`config.mk`:
```
export PLATFORM = sky130hd
export DESIGN_NAME = iop_port
export DESIGN_NICKNAME = d
export VERILOG_FILES = /design/src/logic/iop_pkg.sv /design/src/logic/iop_pin.sv /design/src/logic/iop_port.sv
export SDC_FILE = /design/constraint.sdc
export NUM_CORES = 1
export LEC_CHECK = 0
export BUFFER_PORTS_ARGS = -buffer_cell sky130_fd_sc_hd__buf_2
export CORE_ASPECT_RATIO = 1.25
export CORE_MARGIN = 4
export CORE_UTILIZATION = 46
export DETAILED_ROUTE_END_ITERATION = 8
export GPL_ROUTABILITY_DRIVEN = 1
export PLACE_DENSITY = 0.75
export SYNTH_ARGS = -nofsm -noshare
export SYNTH_HDL_FRONTEND = slang
export SYNTH_SLANG_ARGS = --single-unit
```
`constraint.sdc`:
```
create_clock -name mclk_i -period 2.45 [get_ports mclk_i]
set_input_delay 0.49 -clock mclk_i [delete_from_list [all_inputs] [get_ports mclk_i]]
set_output_delay 0.49 -clock mclk_i [all_outputs]
set_load 0.02 [all_outputs]
```
`src/logic/iop_pkg.sv`:
```
package iop_pkg;

	// Drive modes of one pin
	localparam logic [2:0] DM_HIZ_ANALOG  = 3'h0;
	localparam logic [2:0] DM_HIZ_DIGITAL = 3'h1;
	localparam logic [2:0] DM_RES_PULL_UP = 3'h2;
	localparam logic [2:0] DM_RES_PULL_DN = 3'h3;
	localparam logic [2:0] DM_OD_LOW      = 3'h4;
	localparam logic [2:0] DM_OD_HIGH     = 3'h5;
	localparam logic [2:0] DM_STRONG      = 3'h6;
	localparam logic [2:0] DM_RES_BOTH    = 3'h7;

	// Edge selection for pin events
	localparam logic [1:0] IRQ_NONE = 2'h0;
	localparam logic [1:0] IRQ_RISE = 2'h1;
	localparam logic [1:0] IRQ_FALL = 2'h2;
	localparam logic [1:0] IRQ_BOTH = 2'h3;

	// Port reset state codes
	localparam logic [1:0] RCFG_HIZ     = 2'h0;
	localparam logic [1:0] RCFG_PULL_DN = 2'h1;
	localparam logic [1:0] RCFG_PULL_UP = 2'h2;

	// Pair input threshold codes
	localparam logic [1:0] VTH_HALF_VDDIO = 2'h0;
	localparam logic [1:0] VTH_04_VDDIO   = 2'h1;
	localparam logic [1:0] VTH_HALF_VREF  = 2'h2;
	localparam logic [1:0] VTH_VREF       = 2'h3;

	// Special pin input buffer modes
	localparam logic [1:0] INM_CMOS  = 2'h0;
	localparam logic [1:0] INM_LVTTL = 2'h1;
	localparam logic [1:0] INM_DIFF  = 2'h2;

	// Reset values
	localparam logic [1:0] RCFG_RST = RCFG_HIZ;
	localparam logic [1:0] VTH_RST  = VTH_HALF_VDDIO;
	localparam logic [1:0] INM_RST  = INM_CMOS;
	localparam logic [2:0] DM_RST   = DM_HIZ_ANALOG;
	localparam logic [1:0] IRQ_RST  = IRQ_NONE;

	// Sequence after reset release
	typedef enum logic [1:0] {ST_LOAD, ST_APPLY, ST_RUN} iop_state_t;

endpackage : iop_pkg

```
`src/logic/iop_pin.sv`:
```
`timescale 1ns/10ps
module iop_pin
	import iop_pkg::*;
(
	// Clock and control
	input  wire logic       mclk_i,
	input  wire logic       rst_n_i,
	input  wire logic       ce_i,
	input  wire logic       run_i,
	input  wire logic       hold_i,
	// Configuration
	input  wire logic [2:0] mode_i,
	input  wire logic       dout_i,
	input  wire logic       regulated_i,
	input  wire logic [1:0] irq_mode_i,
	input  wire logic       irq_clr_i,
	// Boundary scan
	input  wire logic       bs_mode_i,
	input  wire logic       bs_capture_i,
	input  wire logic       bs_shift_i,
	input  wire logic       bs_update_i,
	input  wire logic       bs_si_i,
	output logic            bs_so_o,
	// Pad
	input  wire logic       pad_i,
	output logic            pad_o,
	output logic            pad_oe_n_o,
	output logic            pad_pu_o,
	output logic            pad_pd_o,
	output logic            pad_ibuf_en_o,
	// Status
	output logic            din_o,
	output logic            irq_evt_o,
	output logic            irq_sts_o
);

	logic       sync1_r, sync2_r, prev_r, out_r, oe_n_r, pu_r, pd_r, ibuf_r, sts_r;
	logic       sync1_nxt, sync2_nxt, prev_nxt, out_nxt, oe_n_nxt, pu_nxt, pd_nxt;
	logic       ibuf_nxt, sts_nxt;
	logic [1:0] bscap_r, bscap_nxt, bsupd_r, bsupd_nxt;
	logic [2:0] mode_eff;
	logic       drv_hi, drv_lo, res_hi, res_lo, rise, fall, evt, din;

	// Input path, edge events, drive decode and scan cell
	always_comb begin
		mode_eff = mode_i;
		if (regulated_i && (mode_i == DM_RES_PULL_UP || mode_i == DM_RES_PULL_DN ||
			mode_i == DM_RES_BOTH)) begin
			mode_eff = DM_HIZ_DIGITAL;
		end
		drv_hi = 1'b0;
		drv_lo = 1'b0;
		res_hi = 1'b0;
		res_lo = 1'b0;
		unique case (mode_eff)
			DM_HIZ_ANALOG, DM_HIZ_DIGITAL: begin
			end
			DM_RES_PULL_UP: begin
				res_hi = dout_i;
				drv_lo = !dout_i;
			end
			DM_RES_PULL_DN: begin
				drv_hi = dout_i;
				res_lo = !dout_i;
			end
			DM_OD_LOW:  drv_lo = !dout_i;
			DM_OD_HIGH: drv_hi = dout_i;
			DM_STRONG: begin
				drv_hi = dout_i;
				drv_lo = !dout_i;
			end
			DM_RES_BOTH: begin
				res_hi = dout_i;
				res_lo = !dout_i;
			end
		endcase
		// Pad drive: analog until loaded, scan override, retention, normal
		out_nxt  = out_r;
		oe_n_nxt = oe_n_r;
		pu_nxt   = pu_r;
		pd_nxt   = pd_r;
		ibuf_nxt = ibuf_r;
		if (!run_i) begin
			out_nxt  = 1'b0;
			oe_n_nxt = 1'b1;
			pu_nxt   = 1'b0;
			pd_nxt   = 1'b0;
			ibuf_nxt = 1'b0;
		end else if (bs_mode_i) begin
			out_nxt  = bsupd_r[0];
			oe_n_nxt = !bsupd_r[1];
			pu_nxt   = 1'b0;
			pd_nxt   = 1'b0;
			ibuf_nxt = 1'b1;
		end else if (!hold_i) begin
			out_nxt  = dout_i;
			oe_n_nxt = !(drv_hi || drv_lo);
			pu_nxt   = res_hi;
			pd_nxt   = res_lo;
			ibuf_nxt = (mode_eff != DM_HIZ_ANALOG);
		end
		// Input synchroniser and edge detect
		sync1_nxt = pad_i;
		sync2_nxt = sync1_r;
		din       = sync2_r && ibuf_r;
		prev_nxt  = din;
		rise      = din && !prev_r;
		fall      = !din && prev_r;
		unique case (irq_mode_i)
			IRQ_NONE: evt = 1'b0;
			IRQ_RISE: evt = rise;
			IRQ_FALL: evt = fall;
			IRQ_BOTH: evt = rise || fall;
		endcase
		sts_nxt = evt || (sts_r && !irq_clr_i);
		// Scan cell: capture {driving, pin}, shift toward so, update
		bscap_nxt = bscap_r;
		bsupd_nxt = bsupd_r;
		if (bs_capture_i) begin
			bscap_nxt = {!oe_n_r, sync2_r};
		end else if (bs_shift_i) begin
			bscap_nxt = {bs_si_i, bscap_r[1]};
		end
		if (bs_update_i) begin
			bsupd_nxt = bscap_r;
		end
	end

	// State registers
	always_ff @(posedge mclk_i) begin
		if (!rst_n_i) begin
			sync1_r <= 1'b0;
			sync2_r <= 1'b0;
			prev_r  <= 1'b0;
			out_r   <= 1'b0;
			oe_n_r  <= 1'b1;
			pu_r    <= 1'b0;
			pd_r    <= 1'b0;
			ibuf_r  <= 1'b0;
			sts_r   <= 1'b0;
			bscap_r <= 2'h0;
			bsupd_r <= 2'h0;
		end else if (ce_i) begin
			sync1_r <= sync1_nxt;
			sync2_r <= sync2_nxt;
			prev_r  <= prev_nxt;
			out_r   <= out_nxt;
			oe_n_r  <= oe_n_nxt;
			pu_r    <= pu_nxt;
			pd_r    <= pd_nxt;
			ibuf_r  <= ibuf_nxt;
			sts_r   <= sts_nxt;
			bscap_r <= bscap_nxt;
			bsupd_r <= bsupd_nxt;
		end
	end

	assign pad_o         = out_r;
	assign pad_oe_n_o    = oe_n_r;
	assign pad_pu_o      = pu_r;
	assign pad_pd_o      = pd_r;
	assign pad_ibuf_en_o = ibuf_r;
	assign din_o         = din;
	assign irq_evt_o     = evt;
	assign irq_sts_o     = sts_r;
	assign bs_so_o       = bscap_r[0];
endmodule : iop_pin

```
`src/logic/iop_port.sv`:
```
`timescale 1ns/10ps
module iop_port
	import iop_pkg::*;
#(
	parameter int                NPIN          = 8,
	parameter int                NSIO          = 2,
	parameter logic [NPIN-1:0]   I2C_WAKE_MASK = {{(NPIN-1){1'b0}}, 1'b1}
) (
	// Clock, reset, enable
	input  wire logic                 mclk_i,
	input  wire logic                 rst_n_i,
	input  wire logic                 ce_i,
	// Reset configuration
	input  wire logic [1:0]           nv_rst_cfg_i,
	input  wire logic                 rst_cfg_wr_i,
	input  wire logic [1:0]           rst_cfg_wdata_i,
	output logic [1:0]                rst_cfg_o,
	output logic                      cfg_ready_o,
	// Pin configuration
	input  wire logic                 pin_cfg_wr_i,
	input  wire logic [3*NPIN-1:0]    drv_mode_i,
	input  wire logic [NPIN-1:0]      dout_i,
	input  wire logic [2*NPIN-1:0]    irq_mode_i,
	input  wire logic [NPIN-1:0]      irq_clr_i,
	output logic [3*NPIN-1:0]         drv_mode_o,
	output logic [NPIN-1:0]           din_o,
	output logic [NPIN-1:0]           irq_sts_o,
	output logic                      irq_o,
	// Special pin configuration
	input  wire logic                 sio_cfg_wr_i,
	input  wire logic [NSIO-1:0]      sio_reg_sel_i,
	input  wire logic [NSIO-1:0]      sio_vth_sel_i,
	input  wire logic [1:0]           sio_in_mode_i,
	input  wire logic [NSIO/2-1:0]    sio_cmp_ag_i,
	input  wire logic [NSIO-1:0]      sio_hyst_en_i,
	output logic [NSIO-1:0]           sio_vout_reg_o,
	output logic [NSIO-1:0]           sio_vth_sel_o,
	output logic [1:0]                sio_in_mode_o,
	output logic [NSIO/2-1:0]         sio_cmp_ag_o,
	output logic [NSIO/2-1:0]         sio_ref_en_o,
	output logic [NSIO-1:0]           sio_hyst_en_o,
	// Low power and wake
	input  wire logic                 lp_mode_i,
	input  wire logic                 i2c_match_i,
	input  wire logic [NPIN-1:0]      i2c_wake_en_i,
	output logic                      wake_o,
	// Boundary scan
	input  wire logic                 bs_mode_i,
	input  wire logic                 bs_capture_i,
	input  wire logic                 bs_shift_i,
	input  wire logic                 bs_update_i,
	input  wire logic                 bs_tdi_i,
	output logic                      bs_tdo_o,
	// Pads
	input  wire logic [NPIN-1:0]      pad_i,
	output logic [NPIN-1:0]           pad_o,
	output logic [NPIN-1:0]           pad_oe_n_o,
	output logic [NPIN-1:0]           pad_pu_o,
	output logic [NPIN-1:0]           pad_pd_o,
	output logic [NPIN-1:0]           pad_ibuf_en_o
);

	localparam int NPAIR = NSIO / 2;

	iop_state_t          state_r, state_nxt;
	logic [1:0]          rst_cfg_r, rst_cfg_nxt;
	logic [3*NPIN-1:0]   drv_r, drv_nxt;
	logic [NPIN-1:0]     dout_r, dout_nxt;
	logic [2*NPIN-1:0]   irqm_r, irqm_nxt;
	logic [NSIO-1:0]     sreg_r, sreg_nxt, svth_r, svth_nxt, shyst_r, shyst_nxt;
	logic [1:0]          sinm_r, sinm_nxt;
	logic [NPAIR-1:0]    sag_r, sag_nxt;
	logic                wake_r, wake_nxt;
	logic [NPIN-1:0]     evt;
	logic [NPIN-1:0]     regulated;
	logic [NPIN:0]       chain;
	logic                run;
	logic                cfg_open;

	// Drive mode that a port reset state stands for
	function automatic logic [2:0] rcfg_mode(input logic [1:0] cfg);
		logic [2:0] m;
		unique case (cfg)
			RCFG_PULL_UP: m = DM_RES_PULL_UP;
			RCFG_PULL_DN: m = DM_RES_PULL_DN;
			default:      m = DM_HIZ_ANALOG;
		endcase
		return m;
	endfunction : rcfg_mode

	assign run      = (state_r == ST_RUN);
	assign cfg_open = run && !lp_mode_i;

	// Reset sequence and pin configuration
	always_comb begin
		state_nxt   = state_r;
		rst_cfg_nxt = rst_cfg_r;
		drv_nxt     = drv_r;
		dout_nxt    = dout_r;
		irqm_nxt    = irqm_r;
		unique case (state_r)
			ST_LOAD: begin
				rst_cfg_nxt = nv_rst_cfg_i;
				state_nxt   = ST_APPLY;
			end
			ST_APPLY: begin
				drv_nxt   = {NPIN{rcfg_mode(rst_cfg_r)}};
				dout_nxt  = {NPIN{rst_cfg_r == RCFG_PULL_UP}};
				state_nxt = ST_RUN;
			end
			ST_RUN: begin
				if (cfg_open && rst_cfg_wr_i) begin
					rst_cfg_nxt = rst_cfg_wdata_i;
					drv_nxt     = {NPIN{rcfg_mode(rst_cfg_wdata_i)}};
					dout_nxt    = {NPIN{rst_cfg_wdata_i == RCFG_PULL_UP}};
				end else if (cfg_open && pin_cfg_wr_i) begin
					drv_nxt  = drv_mode_i;
					dout_nxt = dout_i;
					irqm_nxt = irq_mode_i;
				end
			end
		endcase
	end

	always_ff @(posedge mclk_i) begin
		if (!rst_n_i) begin
			state_r   <= ST_LOAD;
			rst_cfg_r <= RCFG_RST;
			drv_r     <= {NPIN{DM_RST}};
			dout_r    <= '0;
			irqm_r    <= {NPIN{IRQ_RST}};
		end else if (ce_i) begin
			state_r   <= state_nxt;
			rst_cfg_r <= rst_cfg_nxt;
			drv_r     <= drv_nxt;
			dout_r    <= dout_nxt;
			irqm_r    <= irqm_nxt;
		end
	end

	// Special pin output level, threshold and input mode settings
	always_comb begin
		sreg_nxt  = sreg_r;
		svth_nxt  = svth_r;
		sinm_nxt  = sinm_r;
		sag_nxt   = sag_r;
		shyst_nxt = shyst_r;
		if (cfg_open && sio_cfg_wr_i) begin
			sreg_nxt  = sio_reg_sel_i;
			svth_nxt  = sio_vth_sel_i;
			sinm_nxt  = sio_in_mode_i;
			sag_nxt   = sio_cmp_ag_i;
			shyst_nxt = sio_hyst_en_i;
		end
	end

	always_ff @(posedge mclk_i) begin
		if (!rst_n_i) begin
			sreg_r  <= '0;
			svth_r  <= {NPAIR{VTH_RST}};
			sinm_r  <= INM_RST;
			sag_r   <= '0;
			shyst_r <= '0;
		end else if (ce_i) begin
			sreg_r  <= sreg_nxt;
			svth_r  <= svth_nxt;
			sinm_r  <= sinm_nxt;
			sag_r   <= sag_nxt;
			shyst_r <= shyst_nxt;
		end
	end

	// Wake request from pin edges or an I2C match on a designated pin
	always_comb begin
		wake_nxt = lp_mode_i && ((|evt) ||
			(i2c_match_i && |(i2c_wake_en_i & I2C_WAKE_MASK)));
	end

	always_ff @(posedge mclk_i) begin
		if (!rst_n_i) begin
			wake_r <= 1'b0;
		end else if (ce_i) begin
			wake_r <= wake_nxt;
		end
	end

	// Special pins are the low pins of the port
	assign regulated = {{(NPIN-NSIO){1'b0}}, sreg_r};
	assign chain[0]  = bs_tdi_i;

	// One cell per pin, scan chain from pin 0 upward
	for (genvar g = 0; g < NPIN; g++) begin : g_pin
		iop_pin u_pin (
			.mclk_i        (mclk_i),
			.rst_n_i       (rst_n_i),
			.ce_i          (ce_i),
			.run_i         (run),
			.hold_i        (lp_mode_i),
			.mode_i        (drv_r[3*g +: 3]),
			.dout_i        (dout_r[g]),
			.regulated_i   (regulated[g]),
			.irq_mode_i    (irqm_r[2*g +: 2]),
			.irq_clr_i     (irq_clr_i[g]),
			.bs_mode_i     (bs_mode_i),
			.bs_capture_i  (bs_capture_i),
			.bs_shift_i    (bs_shift_i),
			.bs_update_i   (bs_update_i),
			.bs_si_i       (chain[g]),
			.bs_so_o       (chain[g+1]),
			.pad_i         (pad_i[g]),
			.pad_o         (pad_o[g]),
			.pad_oe_n_o    (pad_oe_n_o[g]),
			.pad_pu_o      (pad_pu_o[g]),
			.pad_pd_o      (pad_pd_o[g]),
			.pad_ibuf_en_o (pad_ibuf_en_o[g]),
			.din_o         (din_o[g]),
			.irq_evt_o     (evt[g]),
			.irq_sts_o     (irq_sts_o[g])
		);
	end

	// Register views
	assign bs_tdo_o       = chain[NPIN];
	assign rst_cfg_o      = rst_cfg_r;
	assign cfg_ready_o    = run;
	assign drv_mode_o     = drv_r;
	assign irq_o          = |irq_sts_o;
	assign wake_o         = wake_r;
	assign sio_vout_reg_o = sreg_r;
	assign sio_vth_sel_o  = svth_r;
	assign sio_in_mode_o  = sinm_r;
	assign sio_cmp_ag_o   = sag_r;
	assign sio_hyst_en_o  = shyst_r;
	assign sio_ref_en_o   = {NPAIR{sinm_r == INM_DIFF}} | sag_r;
endmodule : iop_port

```
==> impl_metrics.sql <==
INSERT INTO impl_metrics (metric_group, metric, value, unit) VALUES
('die', 'start_util', '0.474', ''),
('power', 'power-per-cell-area', '688', 'mW/mm²'),
('timing', 'max_freq', '462', 'MHz'),
('hold_path', 'worstHoldStart', 'drv_mode_i[12]', ''),
('hold_path', 'worstHoldPathCells', '3', ''),
('timing', 'worst_clock_skew', '12.3', 'ps'),
('power', 'power.switching', '1600', 'µW'),
('clock_tree', 'cts.sink_count', '166', ''),
('synthesis', 'mappedNetlistArea', '0.00777', 'mm²'),
('drt', 'wl', '20.4', 'mm'),
('power', 'power.clock.fraction', '0.441', ''),
('die', 'fp.dieArea', '0.0190', 'mm²'),
('timing', 'max-slew-margin-rel', '0.572', ''),
('drt', 'detail_route.vias_per_cell', '5.30', ''),
('worst_setup_path', 'reg2reg_slack', '290', 'ps'),
('die', 'pin_count', '194', ''),
('hold_path', 'holdCritPathClass', 'input pin to flip-flop', ''),
('drt', 'remaining_drc_errors', '0', ''),
('timing', 'finalHoldViolations', '0', ''),
('clock_tree', 'cts.clk_slew.worst_paths', '70', 'ps'),
('grt', 'global_route.usage.total', '0.208', ''),
('clock_tree', 'cts.path.max_buffers', '2', ''),
('power', 'power.internal', '4680', 'µW'),
('finish', 'design.final.nets', '1170', ''),
('timing', 'setup_viol', '0', ''),
('drt', 'final_antenna_net_count', '0', ''),
('synthesis', 'yosys.cell_types.count', '55', ''),
('grt', 'wire_length_of_the_first_global_routing_pass', '32.5', 'mm'),
('flow_run', 'maxCapViolations', '0', ''),
('worst_setup_path', 'endpoint_kind', 'output port', ''),
('die', 'die-height', '153', 'µm'),
('placement', 'finalWeightedCongestion', '0.817', ''),
('worst_setup_path', 'critPathTopFamily', 'buffers and inverters', ''),
('worst_setup_path', 'worst_path_max_delay_cell', 'sky130_fd_sc_hd__ha_1', ''),
('clock_tree', 'clk_latency', '430', 'ps'),
('synthesis', 'yosys_warnings', '0', ''),
('clock_tree', 'cts-htree-levels', '4', ''),
('worst_setup_path', 'worst_r2r_startpoint', 'g_pin[3].u_pin.pad_ibuf_en_o', ''),
('worst_setup_path', 'rr_endpoint', 'wake_o', ''),
('timing', 'final_max_slew_viol_count', '0', ''),
('synthesis', 'syn_avg_cell_area', '8.33', 'µm²'),
('synthesis', 'synth-edff-count', '0', ''),
('worst_setup_path', 'critPathRequiredTime', '1960', 'ps'),
('placement', 'port_buffers', '186', ''),
('die', 'standard_cell_core_area', '0.0164', 'mm²'),
('finish', 'n_fill_cell', '1542', ''),
('worst_setup_path', 'critPathKind', 'flip-flop to output port', ''),
('timing', 'rsz0062_at_grt', 'no', ''),
('worst_setup_path', 'cp.arrival', '1670', 'ps'),
('synthesis', 'syn_nets', '1054', ''),
('synthesis', 'ys_async_sr_fraction', '0', ''),
('finish', 'layout.cells.most_common', 'sky130_fd_sc_hd__buf_2', ''),
('clock_tree', 'cts_tree', 'done', ''),
('grt', 'grt_antenna_before_repair', '1', ''),
('power', 'power', '6280', 'µW'),
('worst_setup_path', 'worstSetupStartpointType', 'flip-flop', ''),
('finish', 'drive_gt1_frac', '0.241', ''),
('clock_tree', 'post-cts-setup-buffers', '0', ''),
('finish', 'final_util', '0.556', ''),
('power', 'total_leakage_power', '0.00386', 'µW'),
('finish', 'area_delta_synth_final', '17.4', '%'),
('synthesis', 'yosys_register_bits', '166', ''),
('grt', 'globalRoute.totalOverflow', '0', ''),
('hold_path', 'timing.hold.worst_endpoint', 'drv_mode_o[12]', ''),
('worst_setup_path', 'crit_path_max_fanout', '14', ''),
('drt', 'detail_route.iter0.violations', '476', ''),
('worst_setup_path', 'worst_r2r_path_depth', '9', ''),
('synthesis', 'synth.yosys.seq_area_share', '0.428', ''),
('run_status', 'result_of_the_run', 'complete, no violations', ''),
('power', 'vdd_drop_max', '0.520', 'mV'),
('die', 'die_width', '124', 'µm');
area by class of cell:
type,instances,area [µm²],share of cell area
sequential,166,3320,0.364
clock inverter,12,166,0.0182
antenna,1,2.50,0.000274
tap,216,270,0.0296
inverter,35,134,0.0147
timing repair buffer,208,1120,0.123
multi-input combinational,621,3660,0.402
clock buffer,19,443,0.0485
worst max-delay path by stage:
stage                            startpoint     endpoint  slack (ps)  cells past startpoint
3_3_place_gp         g_pin[3].u_pin.sync2_r       wake_o         320                      9
4_1_cts        g_pin[3].u_pin.pad_ibuf_en_o       wake_o         240                      9
2_1_floorplan                    state_r[0]   irqm_r[10]         570                      9
5_1_grt        g_pin[3].u_pin.pad_ibuf_en_o       wake_o         110                      9
6_report                         state_r[0]  cfg_ready_o         290                      4
3_5_place_dp   g_pin[3].u_pin.pad_ibuf_en_o       wake_o         260                      9
registers in the layout (all words and copies together), names as in the netlist, 2 cells and up:
| register | cells |
|---|---|
| sio_hyst_en_o | 2 |
| g_pin.u_pin.pad_pu_o | 8 |
| sio_vth_sel_o | 2 |
| g_pin.u_pin.irq_sts_o | 8 |
| rst_cfg_o | 2 |
| state_r | 2 |
| g_pin.u_pin.pad_pd_o | 8 |
| g_pin.u_pin.bsupd_r | 16 |
| drv_mode_o | 24 |
| g_pin.u_pin.pad_oe_n_o | 8 |
| dout_r | 8 |
| sio_in_mode_o | 2 |
| g_pin.u_pin.pad_ibuf_en_o | 8 |
| sio_vout_reg_o | 2 |
| g_pin.u_pin.pad_o | 8 |
| irqm_r | 16 |
| g_pin.u_pin.bscap_r | 16 |
| g_pin.u_pin.sync1_r | 8 |
| g_pin.u_pin.sync2_r | 8 |
| g_pin.u_pin.prev_r | 8 |
logic make-up after synthesis:
logic type	count (synthesis)	synth area share
fa+ha+maj	23	0.0370
xor+xnor	14	0.0158
simple gates	321	0.179
compound gates	205	0.162
mux	58	0.0754
flops	166	0.428
buf+inv	146	0.103
per-layer routing:
metal,part of all wire,vias to the layer above,wire length (µm),GRT usage
met2,0.49,226,9920,0.351
met4,0.018,0,370,0.0663
met3,0.065,32,1330,0.0555
met1,0.43,3154,8800,0.260
li1,-,3367,-,-
met5,0,-,0,0
through the flow:
step / cell area [µm²] / hold WS [ps] / worst slack (ps) / instances
4_1_cts: 9120 / 286 / 239 / 1277
2_1_floorplan: 7770 / 432 / 566 / 933
3_3_place_gp: 8510 / 438 / 324 / 1246
6_report: 9120 / 297 / 285 / 1278
5_1_grt: 9120 / 284 / 106 / 1278
3_5_place_dp: 8510 / 442 / 256 / 1246
power groups by stage:
stage / clock network (µW) / logic [µW] / registers, µW
global route: 2930 / 671 / 2920
detailed placement: 0 / 606 / 2960
finish: 2770 / 607 / 2910
CTS: 2800 / 610 / 2900
floorplan: 0 / 357 / 2970
global placement: 0 / 597 / 2960
cells in the mapped netlist (2+ instances only):
library cell | instances | area [µm²]
sky130_fd_sc_hd__o311ai_0 | 4 | 35.0
sky130_fd_sc_hd__xnor2_1 | 8 | 70.1
sky130_fd_sc_hd__buf_4 | 60 | 450
sky130_fd_sc_hd__o21a_1 | 2 | 15.0
sky130_fd_sc_hd__xor2_1 | 6 | 52.6
sky130_fd_sc_hd__a222oi_1 | 7 | 70.1
sky130_fd_sc_hd__o21ai_0 | 35 | 175
sky130_fd_sc_hd__inv_1 | 33 | 124
sky130_fd_sc_hd__o22a_1 | 2 | 17.5
sky130_fd_sc_hd__mux2i_1 | 54 | 541
sky130_fd_sc_hd__nand3b_1 | 2 | 15.0
sky130_fd_sc_hd__clkbuf_1 | 30 | 113
sky130_fd_sc_hd__nand2_2 | 2 | 12.5
sky130_fd_sc_hd__nor3_1 | 5 | 25.0
sky130_fd_sc_hd__nor4_1 | 8 | 50.1
sky130_fd_sc_hd__a22oi_1 | 9 | 67.6
sky130_fd_sc_hd__nand2b_1 | 10 | 62.6
sky130_fd_sc_hd__buf_2 | 14 | 70.1
sky130_fd_sc_hd__nor2_1 | 87 | 327
sky130_fd_sc_hd__o21ai_1 | 8 | 40.0
sky130_fd_sc_hd__o22ai_1 | 6 | 37.5
sky130_fd_sc_hd__nor3b_1 | 2 | 15.0
sky130_fd_sc_hd__or4bb_1 | 2 | 22.5
sky130_fd_sc_hd__mux2_2 | 4 | 45.0
sky130_fd_sc_hd__a32oi_1 | 2 | 17.5
sky130_fd_sc_hd__nand3_1 | 10 | 50.1
sky130_fd_sc_hd__nor2b_1 | 13 | 81.3
sky130_fd_sc_hd__dfxtp_1 | 166 | 3320
sky130_fd_sc_hd__buf_1 | 6 | 22.5
sky130_fd_sc_hd__o41ai_1 | 8 | 70.1
sky130_fd_sc_hd__nand2_1 | 166 | 623
sky130_fd_sc_hd__ha_1 | 23 | 288
sky130_fd_sc_hd__a31oi_1 | 2 | 12.5
sky130_fd_sc_hd__o211ai_1 | 2 | 15.0
sky130_fd_sc_hd__nand4_1 | 6 | 37.5
sky130_fd_sc_hd__a21oi_1 | 92 | 460
sky130_fd_sc_hd__a211oi_1 | 19 | 143
worst register-to-register path, delay by kind of cell, from the launching register on:
kind | cells | cell delay (ps)
and+or+nand+nor | 4 | 1020
AOI/OAI and AO/OA | 3 | 360
DFF | 1 | 320
adders and majority gates | 1 | 270
buffers and inverters | 1 | 70
No activity file was read; power rests on OpenSTA's default activity.
